**src/core/sbm_regs.svh**
```systemverilog
// register offsets, field positions and reset values of the bus-condition port
// ****************************************************************************
// How it works
// port works only while enable bit set
// reset or disable clears start/stop flags
// start sets start, clears stop; vice versa
// firmware claims bus after stop or idle
// cleared direction bit drives pin low
// firmware sends bits via direction bits
// start, stop, byte set port event flag
// mode 1011 is firmware master, slave idle; mode bits are not decoded, so the slave keeps receiving
// firmware sorts interrupt source when mixed
// interrupt enabled while busy fires at stop
// firmware checks data line when outputting high
// lost arbitration: firmware releases both lines
// data-stage loss means firmware retries later
// slave keeps receiving after lost arbitration
// registers reset to zero, direction to ones; the rx/tx buffer is not reset
// sample and edge bits read zero here
// unused flag and enable bits read zero
// start/stop seen on synced data edge, clock high
// ****************************************************************************
`ifndef SBM_REGS_SVH
`define SBM_REGS_SVH

// register offsets
`define SBM_OFS_IRQ_FLAGS   8'h0c
`define SBM_OFS_RX_TX_BUF   8'h13
`define SBM_OFS_CONTROL     8'h14
`define SBM_OFS_DIRECTION   8'h87
`define SBM_OFS_IRQ_ENABLES 8'h8c
`define SBM_OFS_OWN_ADDR    8'h93
`define SBM_OFS_STATUS      8'h94
`define SBM_OFS_COND_FLAGS  8'ha0
`define SBM_OFS_COND_MASK   8'ha1

// field positions
`define SBM_CTL_ENABLE      5
`define SBM_STAT_STOP       4
`define SBM_STAT_START      3
`define SBM_IRQ_PORT_EVENT  3
`define SBM_DIR_DATA        4
`define SBM_DIR_CLOCK       3
`define SBM_COND_START      0
`define SBM_COND_STOP       1
`define SBM_COND_BYTE       2

// writable masks, reset values, master mode code and byte edge count
`define SBM_IRQ_IMPL_MASK   8'h4f
`define SBM_STAT_SW_MASK    8'h27
`define SBM_COND_MASK_BITS  8'h07
`define SBM_RST_ZERO        8'h00
`define SBM_RST_DIRECTION   8'hff
`define SBM_MODE_FW_MASTER  4'hb
`define SBM_BYTE_EDGES      4'h9

`endif

```
**src/core/sbm_pkg.sv**
```systemverilog
// types shared by the bus-condition port
package sbm_pkg;
   // byte counter states
   typedef enum logic [1:0] {
      SBM_IDLE,
      SBM_COUNT,
      SBM_DONE
   } sbm_byte_state_t;
endpackage

```
**src/core/sbm_sync.sv**
```systemverilog
// three-stage synchroniser with agreement filter
`timescale 1ns/1ps
module sbm_sync (
   // clock and reset
   input  wire logic clk_sys,
   input  wire logic reset,
   input  wire logic clk_en,
   // pin in, filtered level out
   input  wire logic pin_in,
   output logic      level
);
   logic s1_reg;
   logic s2_reg;
   logic s3_reg;

   // first stage read only by second; level moves once stages agree
   always_ff @(posedge clk_sys or posedge reset) begin
      if (reset) begin
         s1_reg <= 1'b1;
         s2_reg <= 1'b1;
         s3_reg <= 1'b1;
         level  <= 1'b1;
      end else if (clk_en) begin
         s1_reg <= pin_in;
         s2_reg <= s1_reg;
         s3_reg <= s2_reg;
         if (s2_reg == s3_reg) begin
            level <= s3_reg;
         end
      end
   end
endmodule // sbm_sync

```
**src/core/sbm_cond_detect.sv**
```systemverilog
// start and stop detector on synchronised bus lines
`timescale 1ns/1ps
module sbm_cond_detect (
   // clock and reset
   input  wire logic clk_sys,
   input  wire logic reset,
   input  wire logic clk_en,
   // synchronised lines
   input  wire logic scl_level,
   input  wire logic sda_level,
   // one-cycle events
   output logic      start_pulse,
   output logic      stop_pulse,
   output logic      scl_rise,
   output logic      scl_fall
);
   logic scl_prev_reg;
   logic sda_prev_reg;

   // previous levels for edge finding
   always_ff @(posedge clk_sys or posedge reset) begin
      if (reset) begin
         scl_prev_reg <= 1'b1;
         sda_prev_reg <= 1'b1;
      end else if (clk_en) begin
         scl_prev_reg <= scl_level;
         sda_prev_reg <= sda_level;
      end
   end

   // data edges while clock high
   assign start_pulse = clk_en & scl_level & scl_prev_reg
                      & sda_prev_reg & ~sda_level;
   assign stop_pulse  = clk_en & scl_level & scl_prev_reg
                      & ~sda_prev_reg & sda_level;
   assign scl_rise    = clk_en & scl_level & ~scl_prev_reg;
   assign scl_fall    = clk_en & ~scl_level & scl_prev_reg;
endmodule // sbm_cond_detect

```
**src/core/sbm_port.sv**
```systemverilog
// two-wire bus-condition port with firmware master support
//
// The address-and-strobe port was decided locally.
`include "sbm_regs.svh"
`timescale 1ns/1ps
module sbm_port (
   // clock, enable, reset
   input  wire logic       clk_sys,
   input  wire logic       clk_en,
   input  wire logic       reset,
   input  wire logic       power_on_reset,
   // register port
   input  wire logic [7:0] reg_addr,
   input  wire logic [7:0] reg_wdata,
   input  wire logic       reg_wr,
   input  wire logic       reg_rd,
   output logic      [7:0] reg_rdata,
   // bus clock line
   input  wire logic       scl_in,
   output logic            scl_out,
   output logic            scl_oe_n,
   // bus data line
   input  wire logic       sda_in,
   output logic            sda_out,
   output logic            sda_oe_n,
   // interrupts
   output logic            port_irq,
   output logic            cond_irq
);
   // ************************************************************************
   // registers
   // ************************************************************************
   logic [7:0] peripheral_irq_flags_reg;
   logic [7:0] peripheral_irq_enables_reg;
   logic [7:0] serial_rx_tx_buffer_reg;
   logic [7:0] serial_port_control_reg;
   logic [7:0] port_c_direction_reg;
   logic [7:0] port_c_output_latch_reg;
   logic [7:0] own_bus_address_reg;
   logic [7:0] serial_port_status_reg;
   logic [7:0] cond_flags_reg;
   logic [7:0] cond_mask_reg;
   logic [3:0] bit_count_reg;
   logic [7:0] shift_reg;
   sbm_pkg::sbm_byte_state_t byte_state_reg;

   logic       scl_level;
   logic       sda_level;
   logic       start_pulse;
   logic       stop_pulse;
   logic       scl_rise;
   logic       scl_fall;
   logic       port_on;
   logic       byte_done;
   logic       wr_ok;
   logic [7:0] cond_set;
   logic [3:0] port_mode_select;

   // write hit helper, used for every register
   function automatic logic hit(input logic [7:0] a, input logic [7:0] o);
      hit = (a == o);
   endfunction

   assign wr_ok            = clk_en & reg_wr;
   assign port_mode_select = serial_port_control_reg[3:0];
   // condition, byte and start/stop status logic gated by enable bit
   assign port_on = serial_port_control_reg[`SBM_CTL_ENABLE];

   // ************************************************************************
   // line sampling
   // ************************************************************************
   sbm_sync u_sync_scl (
      .clk_sys (clk_sys),
      .reset   (reset),
      .clk_en  (clk_en),
      .pin_in  (scl_in),
      .level   (scl_level)
   );

   sbm_sync u_sync_sda (
      .clk_sys (clk_sys),
      .reset   (reset),
      .clk_en  (clk_en),
      .pin_in  (sda_in),
      .level   (sda_level)
   );

   sbm_cond_detect u_detect (
      .clk_sys     (clk_sys),
      .reset       (reset),
      .clk_en      (clk_en),
      .scl_level   (scl_level),
      .sda_level   (sda_level),
      .start_pulse (start_pulse),
      .stop_pulse  (stop_pulse),
      .scl_rise    (scl_rise),
      .scl_fall    (scl_fall)
   );

   // ************************************************************************
   // byte tracking
   // ************************************************************************
   // counts clock rises after start; the fall after the ninth rise ends
   // a byte, so the fall that closes the start is never taken as a bit.
   // the slave side keeps receiving whatever the firmware master does,
   // so a lost arbitration does not stop the shift.
   // receive continues independent of master
   always_ff @(posedge clk_sys or posedge reset) begin
      if (reset) begin
         byte_state_reg <= sbm_pkg::SBM_IDLE;
         bit_count_reg  <= 4'h0;
         shift_reg      <= 8'h00;
      end else if (clk_en) begin
         if (!port_on || stop_pulse) begin
            byte_state_reg <= sbm_pkg::SBM_IDLE;
            bit_count_reg  <= 4'h0;
         end else if (start_pulse) begin
            byte_state_reg <= sbm_pkg::SBM_COUNT;
            bit_count_reg  <= 4'h0;
         end else begin
            case (byte_state_reg)
               sbm_pkg::SBM_IDLE: begin
                  bit_count_reg <= 4'h0;
               end
               sbm_pkg::SBM_COUNT: begin
                  // eight data rises shift, the ninth is the acknowledge
                  if (scl_rise && bit_count_reg != `SBM_BYTE_EDGES) begin
                     if (bit_count_reg != `SBM_BYTE_EDGES - 4'h1) begin
                        shift_reg <= {shift_reg[6:0], sda_level};
                     end
                     bit_count_reg <= bit_count_reg + 4'h1;
                  end
                  if (scl_fall && bit_count_reg == `SBM_BYTE_EDGES) begin
                     byte_state_reg <= sbm_pkg::SBM_DONE;
                  end
               end
               sbm_pkg::SBM_DONE: begin
                  byte_state_reg <= sbm_pkg::SBM_COUNT;
                  bit_count_reg  <= 4'h0;
               end
               default: begin
                  byte_state_reg <= sbm_pkg::SBM_IDLE;
               end
            endcase
         end
      end
   end

   // one-cycle mark of a completed byte
   assign byte_done = (byte_state_reg == sbm_pkg::SBM_DONE);

   // received byte lands in the buffer; kept across warm resets
   always_ff @(posedge clk_sys) begin
      if (clk_en && !reset) begin
         if (wr_ok && hit(reg_addr, `SBM_OFS_RX_TX_BUF)) begin
            serial_rx_tx_buffer_reg <= reg_wdata;
         end else if (byte_done && port_on) begin
            serial_rx_tx_buffer_reg <= shift_reg;
         end
      end
   end

   // ************************************************************************
   // control, address, direction, latch
   // ************************************************************************
   // zero control and address, all-ones direction
   always_ff @(posedge clk_sys or posedge reset) begin
      if (reset) begin
         serial_port_control_reg <= `SBM_RST_ZERO;
         own_bus_address_reg     <= `SBM_RST_ZERO;
         port_c_direction_reg    <= `SBM_RST_DIRECTION;
         port_c_output_latch_reg <= `SBM_RST_ZERO;
      end else if (wr_ok) begin
         if (hit(reg_addr, `SBM_OFS_CONTROL)) begin
            serial_port_control_reg <= reg_wdata;
         end
         if (hit(reg_addr, `SBM_OFS_OWN_ADDR)) begin
            own_bus_address_reg <= reg_wdata;
         end
         if (hit(reg_addr, `SBM_OFS_DIRECTION)) begin
            port_c_direction_reg <= reg_wdata;
         end
      end
   end

   // ************************************************************************
   // status flags
   // ************************************************************************
   always_ff @(posedge clk_sys or posedge reset) begin
      if (reset) begin
         serial_port_status_reg <= `SBM_RST_ZERO;
      end else if (clk_en) begin
         if (wr_ok && hit(reg_addr, `SBM_OFS_STATUS)) begin
            // sample and edge bits stay zero
            serial_port_status_reg[7:6] <= 2'b00;
            serial_port_status_reg[5] <= reg_wdata[5];
            serial_port_status_reg[2:0] <= reg_wdata[2:0];
         end
         if (!port_on) begin
            // disable clears start and stop
            serial_port_status_reg[`SBM_STAT_START] <= 1'b0;
            serial_port_status_reg[`SBM_STAT_STOP]  <= 1'b0;
         end else if (start_pulse) begin
            // start sets start, clears stop
            serial_port_status_reg[`SBM_STAT_START] <= 1'b1;
            serial_port_status_reg[`SBM_STAT_STOP]  <= 1'b0;
         end else if (stop_pulse) begin
            serial_port_status_reg[`SBM_STAT_START] <= 1'b0;
            serial_port_status_reg[`SBM_STAT_STOP]  <= 1'b1;
         end
      end
   end

   // ************************************************************************
   // interrupt flags and enables
   // ************************************************************************
   // mode 1011 and slave modes both raise events; source sorting is
   // left to firmware through the condition flag register
   // master support in every mode
   assign cond_set = {5'h00, byte_done, stop_pulse, start_pulse}
                   & {8{port_on}};

   // start, stop, byte raise port event
   // stop while busy fires when enabled
   always_ff @(posedge clk_sys or posedge reset) begin
      if (reset) begin
         peripheral_irq_flags_reg <= `SBM_RST_ZERO;
      end else if (clk_en) begin
         if (wr_ok && hit(reg_addr, `SBM_OFS_IRQ_FLAGS)) begin
            peripheral_irq_flags_reg <= reg_wdata & `SBM_IRQ_IMPL_MASK;
         end
         // set wins over a same-cycle write
         if (|cond_set) begin
            peripheral_irq_flags_reg[`SBM_IRQ_PORT_EVENT] <= 1'b1;
         end
      end
   end

   // unused enable bits read zero
   always_ff @(posedge clk_sys or posedge reset) begin
      if (reset) begin
         peripheral_irq_enables_reg <= `SBM_RST_ZERO;
      end else if (wr_ok && hit(reg_addr, `SBM_OFS_IRQ_ENABLES)) begin
         peripheral_irq_enables_reg <= reg_wdata & `SBM_IRQ_IMPL_MASK;
      end
   end

   // per-source sticky flags, write one to clear
   always_ff @(posedge clk_sys or posedge reset) begin
      if (reset) begin
         cond_flags_reg <= `SBM_RST_ZERO;
         cond_mask_reg  <= `SBM_RST_ZERO;
      end else if (clk_en) begin
         if (wr_ok && hit(reg_addr, `SBM_OFS_COND_FLAGS)) begin
            cond_flags_reg <= (cond_flags_reg & ~reg_wdata) | cond_set;
         end else begin
            cond_flags_reg <= cond_flags_reg | cond_set;
         end
         if (wr_ok && hit(reg_addr, `SBM_OFS_COND_MASK)) begin
            cond_mask_reg <= reg_wdata & `SBM_COND_MASK_BITS;
         end
      end
   end

   // interrupt outputs from flops
   always_ff @(posedge clk_sys or posedge reset) begin
      if (reset) begin
         port_irq <= 1'b0;
         cond_irq <= 1'b0;
      end else if (clk_en) begin
         port_irq <= |(peripheral_irq_flags_reg
                       & peripheral_irq_enables_reg);
         cond_irq <= |(cond_flags_reg & cond_mask_reg);
      end
   end

   // ************************************************************************
   // pin drive
   // ************************************************************************
   // open drain: output is always low, only the enable follows the
   // direction bit; the latch value is ignored on purpose
   // cleared direction bit pulls low
   // firmware toggles direction for data
   always_ff @(posedge clk_sys or posedge reset) begin
      if (reset) begin
         scl_out  <= 1'b0;
         sda_out  <= 1'b0;
         scl_oe_n <= 1'b1;
         sda_oe_n <= 1'b1;
      end else if (clk_en) begin
         scl_out  <= 1'b0;
         sda_out  <= 1'b0;
         scl_oe_n <= port_c_direction_reg[`SBM_DIR_CLOCK];
         sda_oe_n <= port_c_direction_reg[`SBM_DIR_DATA];
      end
   end

   // ************************************************************************
   // read port
   // ************************************************************************
   // read data valid in the cycle after the strobe; unmapped reads zero
   always_ff @(posedge clk_sys or posedge reset) begin
      if (reset) begin
         reg_rdata <= 8'h00;
      end else if (clk_en) begin
         reg_rdata <= 8'h00;
         if (reg_rd) begin
            case (reg_addr)
               `SBM_OFS_IRQ_FLAGS:   reg_rdata <= peripheral_irq_flags_reg;
               `SBM_OFS_RX_TX_BUF:   reg_rdata <= serial_rx_tx_buffer_reg;
               `SBM_OFS_CONTROL:     reg_rdata <= serial_port_control_reg;
               `SBM_OFS_DIRECTION:   reg_rdata <= port_c_direction_reg;
               `SBM_OFS_IRQ_ENABLES: reg_rdata <= peripheral_irq_enables_reg;
               `SBM_OFS_OWN_ADDR:    reg_rdata <= own_bus_address_reg;
               `SBM_OFS_STATUS:      reg_rdata <= serial_port_status_reg;
               `SBM_OFS_COND_FLAGS:  reg_rdata <= cond_flags_reg;
               `SBM_OFS_COND_MASK:   reg_rdata <= cond_mask_reg;
               default:              reg_rdata <= 8'h00;
            endcase
         end
      end
   end
endmodule // sbm_port

```
**config.mk**
```make
export PLATFORM = sky130hd
export DESIGN_NAME = sbm_port
export DESIGN_NICKNAME = d
export VERILOG_FILES = /design/src/core/sbm_pkg.sv /design/src/core/sbm_sync.sv /design/src/core/sbm_cond_detect.sv /design/src/core/sbm_port.sv
export VERILOG_INCLUDE_DIRS = /design/src /design/src/core
export SDC_FILE = /design/constraint.sdc
export NUM_CORES = 1
export LEC_CHECK = 0
export BUFFER_PORTS_ARGS = -buffer_cell sky130_fd_sc_hd__buf_2
export CORE_MARGIN = 1
export CORE_UTILIZATION = 60
export CTS_BUF_LIST = sky130_fd_sc_hd__clkbuf_16
export CTS_CLUSTER_DIAMETER = 100
export DETAILED_ROUTE_END_ITERATION = 16
export GPL_TIMING_DRIVEN = 0
export PLACE_DENSITY_LB_ADDON = 0.08
export SLEW_MARGIN = 10
export SYNTH_ARGS = -nofsm -noshare
export SYNTH_HDL_FRONTEND = slang
export SYNTH_SLANG_ARGS = --single-unit
```
**constraint.sdc**
```tcl
create_clock -name clk_sys -period 3.3 [get_ports clk_sys]
set_clock_uncertainty 0.05 [all_clocks]
set_input_delay 0.66 -clock clk_sys [delete_from_list [all_inputs] [get_ports clk_sys]]
set_output_delay 0.66 -clock clk_sys [all_outputs]
set_load 0.01 [all_outputs]
```
==> results of run 1 <==
[cell usage after synthesis, drive strengths merged (3+ instances only)]
cell type / count / area, sq um
dfrtp: 67 / 1677
mux2: 63 / 709.4
nand2: 23 / 91.34
o21ai: 22 / 110.1
dfstp: 20 / 525.5
buf: 16 / 102.6
a21oi: 15 / 75.07
inv: 15 / 56.30
nor4: 13 / 147.6
nor2: 12 / 55.06
a22o: 10 / 87.58
mux2i: 9 / 90.09
edfxtp: 8 / 240.2
nor3: 8 / 45.04
nand3: 7 / 40.04
a21boi: 6 / 45.04
clkbuf: 6 / 22.52
nand4: 5 / 31.28
or3b: 4 / 35.04
a221o: 3 / 30.03
a22oi: 3 / 22.52
a31oi: 3 / 18.77
ha: 3 / 37.54
o211ai: 3 / 22.52
o31ai: 3 / 22.52
[logic make-up (layout without fill, tap and decap cells)]
group,count (synthesis),after routing,share of synthesized area
flops,95,95,0.5185
mux,72,72,0.1697
xor+xnor,1,1,0.001860
simple gates,94,94,0.1349
buf+inv,37,86,0.03851
fa+ha+maj,3,3,0.007969
compound gates,87,87,0.1278
other cells,1,2,0.0007960
[per-stage QoR]
step | setup TNS [ns] | cell area [sq um] | util
after CTS | 0 | 5331 | 0.7196
final | 0 | 5331 | 0.7196
after global placement | -43.42 | 4999 | 0.6747
after floorplan | 0 | 4715 | -
after detailed placement | 0 | 5029 | 0.6788
after global routing | 0 | 5331 | 0.7196
[area by class of cell]
cell class | count | area, sq um | area share
tap | 99 | 123.9 | 0.02323
sequential | 95 | 2442 | 0.4581
clock inverter | 6 | 52.55 | 0.009857
multi-input combinational | 259 | 2091 | 0.3922
clock buffer | 10 | 250.2 | 0.04694
buffer | 22 | 125.1 | 0.02347
timing repair buffer | 33 | 187.7 | 0.03520
inverter | 15 | 58.81 | 0.01103
[worst max-delay path, stage by stage]
cell	delay (ns)
buf_2	0.15
clkbuf_1	0.49
buf_1	0.46
nand3_1	0.28
a21oi_1	0.78
[layer usage]
metal  part of all wire  up-vias  track usage
met2               0.46      127       0.4413
met1               0.45     1755       0.4125
met3              0.063       24      0.06061
met5                  0        -            0
met4              0.027        0       0.1142
li1                   -     1549            -
[where the power goes]
group	leakage [nW]	switching [W]	internal, W
sequential	1.19	0.0000451	0.00125
combinational	1.06	0.000153	0.0000909
clock	0.155	0.000426	0.000622
[path summary, 6_finish.rpt]
path	startpoint	to	slack, ns	cells past startpoint
setup / recovery	clk_en	serial_rx_tx_buffer_reg[3]	0.39	5
hold / removal	reset	shift_reg[5]	0.25	2
setup reg to reg	bit_count_reg[1]	shift_reg[4]	0.98	7
hold reg to reg	u_sync_sda.s2_reg	u_sync_sda.s2_reg	0.45	2
max in group asynchronous	reset	u_sync_scl.s2_reg	2.29	3
min in group clk_sys	u_sync_sda.s2_reg	u_sync_sda.s2_reg	0.45	2
==> run_summary.xml, run 1 <==
<?xml version="1.0" encoding="UTF-8"?>
<metrics>
  <group name="run_status">
    <metric name="status" unit="">complete, no violations</metric>
  </group>
  <group name="logic_synthesis">
    <metric name="synth.cell_area" unit="sq um">4711</metric>
    <metric name="post_synth_inst_count" unit="">390</metric>
    <metric name="leading_register_cell_type_out_of_synthesis" unit="">dfrtp_1</metric>
    <metric name="synthesis.area_per_instance" unit="sq um">12.08</metric>
    <metric name="synth_seq_cells" unit="">95</metric>
    <metric name="ys_async_sr_fraction" unit="">0.9158</metric>
    <metric name="synth-seq-area-share" unit="">0.5185</metric>
    <metric name="synth-warning-count" unit="">0</metric>
    <metric name="synthDistinctLibCells" unit="">68</metric>
    <metric name="synth_enable_flop_cells" unit="">8</metric>
  </group>
  <group name="sta">
    <metric name="final-setup-viol-count" unit="">0</metric>
    <metric name="report.final.slew_viol_count" unit="">0</metric>
    <metric name="max_clock_freq" unit="GHz">0.3440</metric>
    <metric name="timing.final.hold_violations" unit="">0</metric>
    <metric name="grt_setup_unrepaired" unit="">false</metric>
    <metric name="maxSlewHeadroom" unit="">0.4140</metric>
    <metric name="final.setup.worst_slack" unit="ns">0.3932</metric>
    <metric name="fin_worst_hold_slack" unit="ns">0.2475</metric>
    <metric name="final.period_utilization" unit="">0.8808</metric>
    <metric name="period_needed" unit="ns">2.907</metric>
    <metric name="worst-slew-pin-transition" unit="ns">0.8791</metric>
  </group>
  <group name="finish">
    <metric name="final_nets" unit="">462</metric>
    <metric name="area.growth.synth_to_final" unit="%">13.17</metric>
    <metric name="antenna-diode-count" unit="">0</metric>
    <metric name="n_fill_cell" unit="">535</metric>
    <metric name="final_cell_count_no_fill" unit="">539</metric>
    <metric name="layout_common_cells" unit="">dfrtp_1, mux2_2, buf_2, o21ai_0, nand2_1</metric>
    <metric name="final_layout_size_suffix_gt1_frac" unit="">0.3682</metric>
    <metric name="mostFrequentLayoutCell" unit="">dfrtp_1</metric>
  </group>
  <group name="die">
    <metric name="die_w" unit="um">90.61</metric>
    <metric name="coreArea" unit="sq um">7408</metric>
    <metric name="initial_core_util" unit="">0.6359</metric>
    <metric name="io_pins" unit="">38</metric>
    <metric name="fp.dieH" unit="um">90.61</metric>
    <metric name="placementRows" unit="">31</metric>
    <metric name="total_die_area" unit="sq um">8209</metric>
  </group>
  <group name="place">
    <metric name="globalplace.congestion" unit="">0.8328</metric>
    <metric name="place.port_buffers" unit="">32</metric>
    <metric name="place.detailed.instances" unit="">523</metric>
    <metric name="place.detailed.hpwl" unit="um">7865</metric>
    <metric name="dp_worst_setup_slack" unit="ns">0.05211</metric>
  </group>
  <group name="clock_tree">
    <metric name="clk_slew_on_worst_s_h_paths" unit="ns">0.06</metric>
    <metric name="htree_num_levels" unit="">3</metric>
    <metric name="cts_hold_repair.buffers" unit="">0</metric>
    <metric name="tritoncts" unit="">built</metric>
    <metric name="cts_inserted_buffers" unit="">9</metric>
    <metric name="clock_sinks" unit="">95</metric>
    <metric name="cts.path.max_buffers" unit="">2</metric>
    <metric name="clock_insertion_delay_at_the_later_pin_of_the_skew_report" unit="ns">0.34</metric>
    <metric name="cts_root_buf" unit="">clkbuf_16</metric>
    <metric name="cts_setup_buffers" unit="">0</metric>
    <metric name="post_cts_resized" unit="">0</metric>
  </group>
  <group name="grt">
    <metric name="grt_usage" unit="">0.2915</metric>
    <metric name="grt_remaining_overflow" unit="">0</metric>
    <metric name="first_pass_grt_wire_length" unit="um">18100</metric>
    <metric name="antenna_found_initial" unit="">0</metric>
    <metric name="grt_max_degree" unit="">63</metric>
    <metric name="number_of_global_route_vias_before_repair" unit="">3329</metric>
  </group>
  <group name="critical_path">
    <metric name="crit_end_category" unit="">flip-flop</metric>
    <metric name="path_max_fanout" unit="">10</metric>
    <metric name="critPathKind" unit="">in2reg</metric>
    <metric name="crit_arrival" unit="ns">2.83</metric>
    <metric name="cp_launch_type" unit="">input pin</metric>
    <metric name="crit_required" unit="ns">3.22</metric>
  </group>
  <group name="pwr">
    <metric name="total_chip_power" unit="W">0.002588</metric>
    <metric name="irDropWorstVdd" unit="V">0.0002883</metric>
    <metric name="power_density" unit="nW/um^2">485.4</metric>
    <metric name="total_leakage_power" unit="nW">2.410</metric>
  </group>
  <group name="routing">
    <metric name="route.final.wire_length" unit="um">11350</metric>
    <metric name="number_of_iterations_in_the_first_detailed_routing_pass" unit="">5</metric>
    <metric name="detailroute.via_count" unit="">3455</metric>
    <metric name="drt_iter0_drc" unit="">267</metric>
    <metric name="ant_nets_after_route" unit="">0</metric>
    <metric name="drt-wirelength-per-cell" unit="um">21.06</metric>
    <metric name="avgViaCountPerCell" unit="">6.410</metric>
    <metric name="detail_route.drc_violations" unit="">0</metric>
  </group>
  <group name="worst_hold_path">
    <metric name="min-delay-path-class" unit="">in2async</metric>
  </group>
  <group name="job">
    <metric name="max_cap_violations" unit="">0</metric>
  </group>
</metrics>
No activity file was read; power rests on OpenSTA's default activity.
==> run 2: changes to the inputs <==
- SYNTH_HIERARCHICAL: not set -> 1
==> run 2 against run 1 <==
Effect of this change:
- largest cell class unchanged
- setup slack worse by 0.11 ns
- sequential share of layout area down 0.18 points
- wire length down 3.0%
- highest routed layer unchanged
- critical endpoint is now serial_rx_tx_buffer_reg[6]
==> run_summary.xml, run 2 <==
<?xml version="1.0" encoding="UTF-8"?>
<metrics>
  <group name="sta">
    <metric name="final-setup-viol-count" unit="">0</metric>
    <metric name="grt_setup_unrepaired" unit="">false</metric>
    <metric name="worst-slew-pin-transition" unit="ns">0.9910</metric>
    <metric name="timing.final.hold_violations" unit="">0</metric>
    <metric name="period_needed" unit="ns">3.016</metric>
    <metric name="report.final.slew_viol_count" unit="">0</metric>
    <metric name="final.period_utilization" unit="">0.9139</metric>
    <metric name="maxSlewHeadroom" unit="">0.3222</metric>
    <metric name="fin_worst_hold_slack" unit="ns">0.2602</metric>
    <metric name="max_clock_freq" unit="GHz">0.3316</metric>
  </group>
  <group name="clock_tree">
    <metric name="post_cts_resized" unit="">0</metric>
    <metric name="clk_slew_on_worst_s_h_paths" unit="ns">0.07</metric>
    <metric name="cts_setup_buffers" unit="">0</metric>
    <metric name="cts_inserted_buffers" unit="">9</metric>
    <metric name="clock_insertion_delay_at_the_later_pin_of_the_skew_report" unit="ns">0.34</metric>
    <metric name="cts_hold_repair.buffers" unit="">0</metric>
    <metric name="cts_root_buf" unit="">clkbuf_16</metric>
    <metric name="clock_sinks" unit="">95</metric>
    <metric name="cts.path.max_buffers" unit="">2</metric>
    <metric name="tritoncts" unit="">built</metric>
    <metric name="htree_num_levels" unit="">3</metric>
  </group>
  <group name="logic_synthesis">
    <metric name="synth_enable_flop_cells" unit="">8</metric>
    <metric name="ys_async_sr_fraction" unit="">0.9158</metric>
    <metric name="cell_with_the_most_instances_after_synthesis" unit="">dfrtp_1</metric>
    <metric name="synth_top_area_share" unit="">0.3549</metric>
    <metric name="yosys-top-cells-count" unit="">dfrtp_1, mux2_2, inv_1</metric>
    <metric name="synth.cell_area" unit="sq um">4725</metric>
    <metric name="synthDistinctLibCells" unit="">60</metric>
    <metric name="post_synth_inst_count" unit="">399</metric>
    <metric name="synth-warning-count" unit="">6</metric>
    <metric name="leading_register_cell_type_out_of_synthesis" unit="">dfrtp_1</metric>
    <metric name="synth_seq_cells" unit="">95</metric>
    <metric name="synthesis.area_per_instance" unit="sq um">11.84</metric>
    <metric name="post_synthesis_cell_type_with_the_largest_combined_area" unit="">dfrtp_1</metric>
    <metric name="synth-seq-area-share" unit="">0.5169</metric>
    <metric name="synth.area.top_cells" unit="">dfrtp_1, mux2_2, dfstp_2</metric>
  </group>
  <group name="critical_path">
    <metric name="reg2reg_from" unit="">u_sync_sda/level</metric>
    <metric name="crit_end_category" unit="">flip-flop</metric>
    <metric name="worstRegToRegCells" unit="">5</metric>
    <metric name="critical-path-slowest-cell" unit="">a21oi_1</metric>
    <metric name="ff2ff_setup_slack" unit="ns">0.74</metric>
    <metric name="cp-startpoint" unit="">clk_en</metric>
    <metric name="cp_launch_type" unit="">input pin</metric>
    <metric name="path_max_fanout" unit="">22</metric>
    <metric name="crit_arrival" unit="ns">2.94</metric>
    <metric name="crit_required" unit="ns">3.22</metric>
    <metric name="critPathKind" unit="">in2reg</metric>
    <metric name="rr_endpoint" unit="">shift_reg[2]</metric>
    <metric name="crit_path_max_incr_delay" unit="ns">0.71</metric>
    <metric name="crit_chain" unit="">buf_2, nand2_1, or4_1, clkbuf_1, a21oi_1</metric>
  </group>
  <group name="routing">
    <metric name="avgViaCountPerCell" unit="">6.395</metric>
    <metric name="number_of_iterations_in_the_first_detailed_routing_pass" unit="">5</metric>
    <metric name="ant_nets_after_route" unit="">0</metric>
    <metric name="drt-wirelength-per-cell" unit="um">20.13</metric>
    <metric name="detailroute.via_count" unit="">3498</metric>
    <metric name="detail_route.drc_violations" unit="">0</metric>
    <metric name="drt_iter0_drc" unit="">353</metric>
    <metric name="route.final.wire_length" unit="um">11010</metric>
  </group>
  <group name="pwr">
    <metric name="total_leakage_power" unit="nW">2.353</metric>
    <metric name="total_chip_power" unit="W">0.002611</metric>
    <metric name="power.share.switching" unit="">0.2504</metric>
    <metric name="p_comb_frac" unit="">0.089</metric>
    <metric name="internal_power" unit="W">0.001957</metric>
    <metric name="power_density" unit="nW/um^2">487.8</metric>
    <metric name="clkPwrFrac" unit="">0.413</metric>
    <metric name="irDropWorstVdd" unit="V">0.0003370</metric>
    <metric name="seq_power_share" unit="">0.498</metric>
    <metric name="net-switching-power" unit="W">0.0006537</metric>
  </group>
  <group name="grt">
    <metric name="global_route_track_usage_on_met3" unit="">0.06061</metric>
    <metric name="grt_usage" unit="">0.2907</metric>
    <metric name="antenna_found_initial" unit="">0</metric>
    <metric name="top_usage_layer" unit="">met2</metric>
    <metric name="first_pass_grt_wire_length" unit="um">18260</metric>
    <metric name="grt_util_met1" unit="">0.3998</metric>
    <metric name="grt_remaining_overflow" unit="">0</metric>
    <metric name="number_of_global_route_vias_before_repair" unit="">3484</metric>
    <metric name="grt_max_degree" unit="">62</metric>
    <metric name="grt_util_met2" unit="">0.4388</metric>
  </group>
  <group name="job">
    <metric name="max_cap_violations" unit="">0</metric>
  </group>
  <group name="die">
    <metric name="placementRows" unit="">31</metric>
    <metric name="fp.dieH" unit="um">90.74</metric>
    <metric name="initial_core_util" unit="">0.6344</metric>
    <metric name="die_w" unit="um">90.74</metric>
    <metric name="io_pins" unit="">38</metric>
    <metric name="total_die_area" unit="sq um">8233</metric>
    <metric name="coreArea" unit="sq um">7447</metric>
  </group>
  <group name="finish">
    <metric name="antenna-diode-count" unit="">0</metric>
    <metric name="final_layout_size_suffix_gt1_frac" unit="">0.3549</metric>
    <metric name="mostFrequentLayoutCell" unit="">dfrtp_1</metric>
    <metric name="n_fill_cell" unit="">549</metric>
    <metric name="layout_common_cells" unit="">dfrtp_1, mux2_2, buf_2, inv_1, nand2_1</metric>
    <metric name="area.growth.synth_to_final" unit="%">13.29</metric>
    <metric name="final_nets" unit="">470</metric>
  </group>
  <group name="place">
    <metric name="place.detailed.hpwl" unit="um">7850</metric>
    <metric name="globalplace.congestion" unit="">0.9965</metric>
    <metric name="place.port_buffers" unit="">31</metric>
  </group>
  <group name="run_status">
    <metric name="status" unit="">complete, no violations</metric>
  </group>
  <group name="worst_hold_path">
    <metric name="min-delay-path-class" unit="">in2async</metric>
  </group>
</metrics>
-- run 2: cell count changes after synthesis, sizes merged, moves of 6 or more --
cell    change
a22o        -6
buf         -6
inv        +10
nand2b      +6
nor3       +12
nor4        +6
o21ai      -15
-- run 2: routing by layer --
metal,share of wire,vias up,wire length (um)
met5,0,-,0
met4,0.033,0,358
met3,0.072,34,798
met2,0.46,160,5035
met1,0.44,1728,4818
li1,-,1576,-
-- run 2: cells by family (layout without fill, tap and decap cells) --
logic type      count (synthesis)  in the layout  share of synthesized area
buf+inv                        46             94                    0.04211
xor+xnor                        1              1                   0.001854
flops                          95             95                     0.5169
compound gates                 64             64                     0.1012
simple gates                  111            111                     0.1435
mux                            78             78                     0.1856
other cells                     1              2                  0.0007937
fa+ha+maj                       3              3                   0.007946
-- run 2: how the worst max path moves through the flow --
stage | slack, ns | end
after detailed placement | -0.08 | serial_rx_tx_buffer_reg[7]
after global placement | -0.33 | reg_rdata[2]
after global routing | 0.12 | serial_rx_tx_buffer_reg[2]
after floorplan | 0.47 | serial_rx_tx_buffer_reg[0]
after CTS | 0.27 | serial_rx_tx_buffer_reg[2]
final | 0.28 | serial_rx_tx_buffer_reg[6]
-- run 2: final cells by class --
class	instances	area (sq um)	area share
buffer	21	105.1	0.01964
clock buffer	9	225.2	0.04208
clock inverter	7	90.09	0.01683
inverter	25	96.34	0.01800
multi-input combinational	259	2087	0.3899
sequential	95	2442	0.4563
tap	99	123.9	0.02314
timing repair buffer	32	182.7	0.03413
-- run 2: worst max-delay path, delay by kind of cell --
family,cells,cell delay [ns]
AND/OR/NAND/NOR,2,0.90
AO/OA/AOI/OAI,1,0.71
buffers and inverters,2,0.65
-- run 2: power by group through the flow --
stage	clock [W]	combinational, W	sequential (W)
CTS	0.00110	0.000233	0.00130
floorplan	0	0.000156	0.00131
finish	0.00108	0.000233	0.00130
detailed placement	0	0.000232	0.00132
global route	0.00114	0.000256	0.00131
global placement	0	0.000220	0.00132
-- run 2: metrics by stage --
| step | util | std cells | setup TNS, ns | setup WS (ns) | instance area [sq um] |
|---|---|---|---|---|---|
| global route | 0.7188 | 547 | 0 | 0.1161 | 5353 |
| CTS | 0.7188 | 547 | 0 | 0.2709 | 5353 |
| finish | 0.7188 | 547 | 0 | 0.2841 | 5353 |
| detailed placement | 0.6764 | 531 | -0.6492 | -0.08139 | 5037 |
| global placement | 0.6724 | 530 | -22.25 | -0.3300 | 5007 |
| floorplan | - | 400 | 0 | 0.4651 | 4728 |
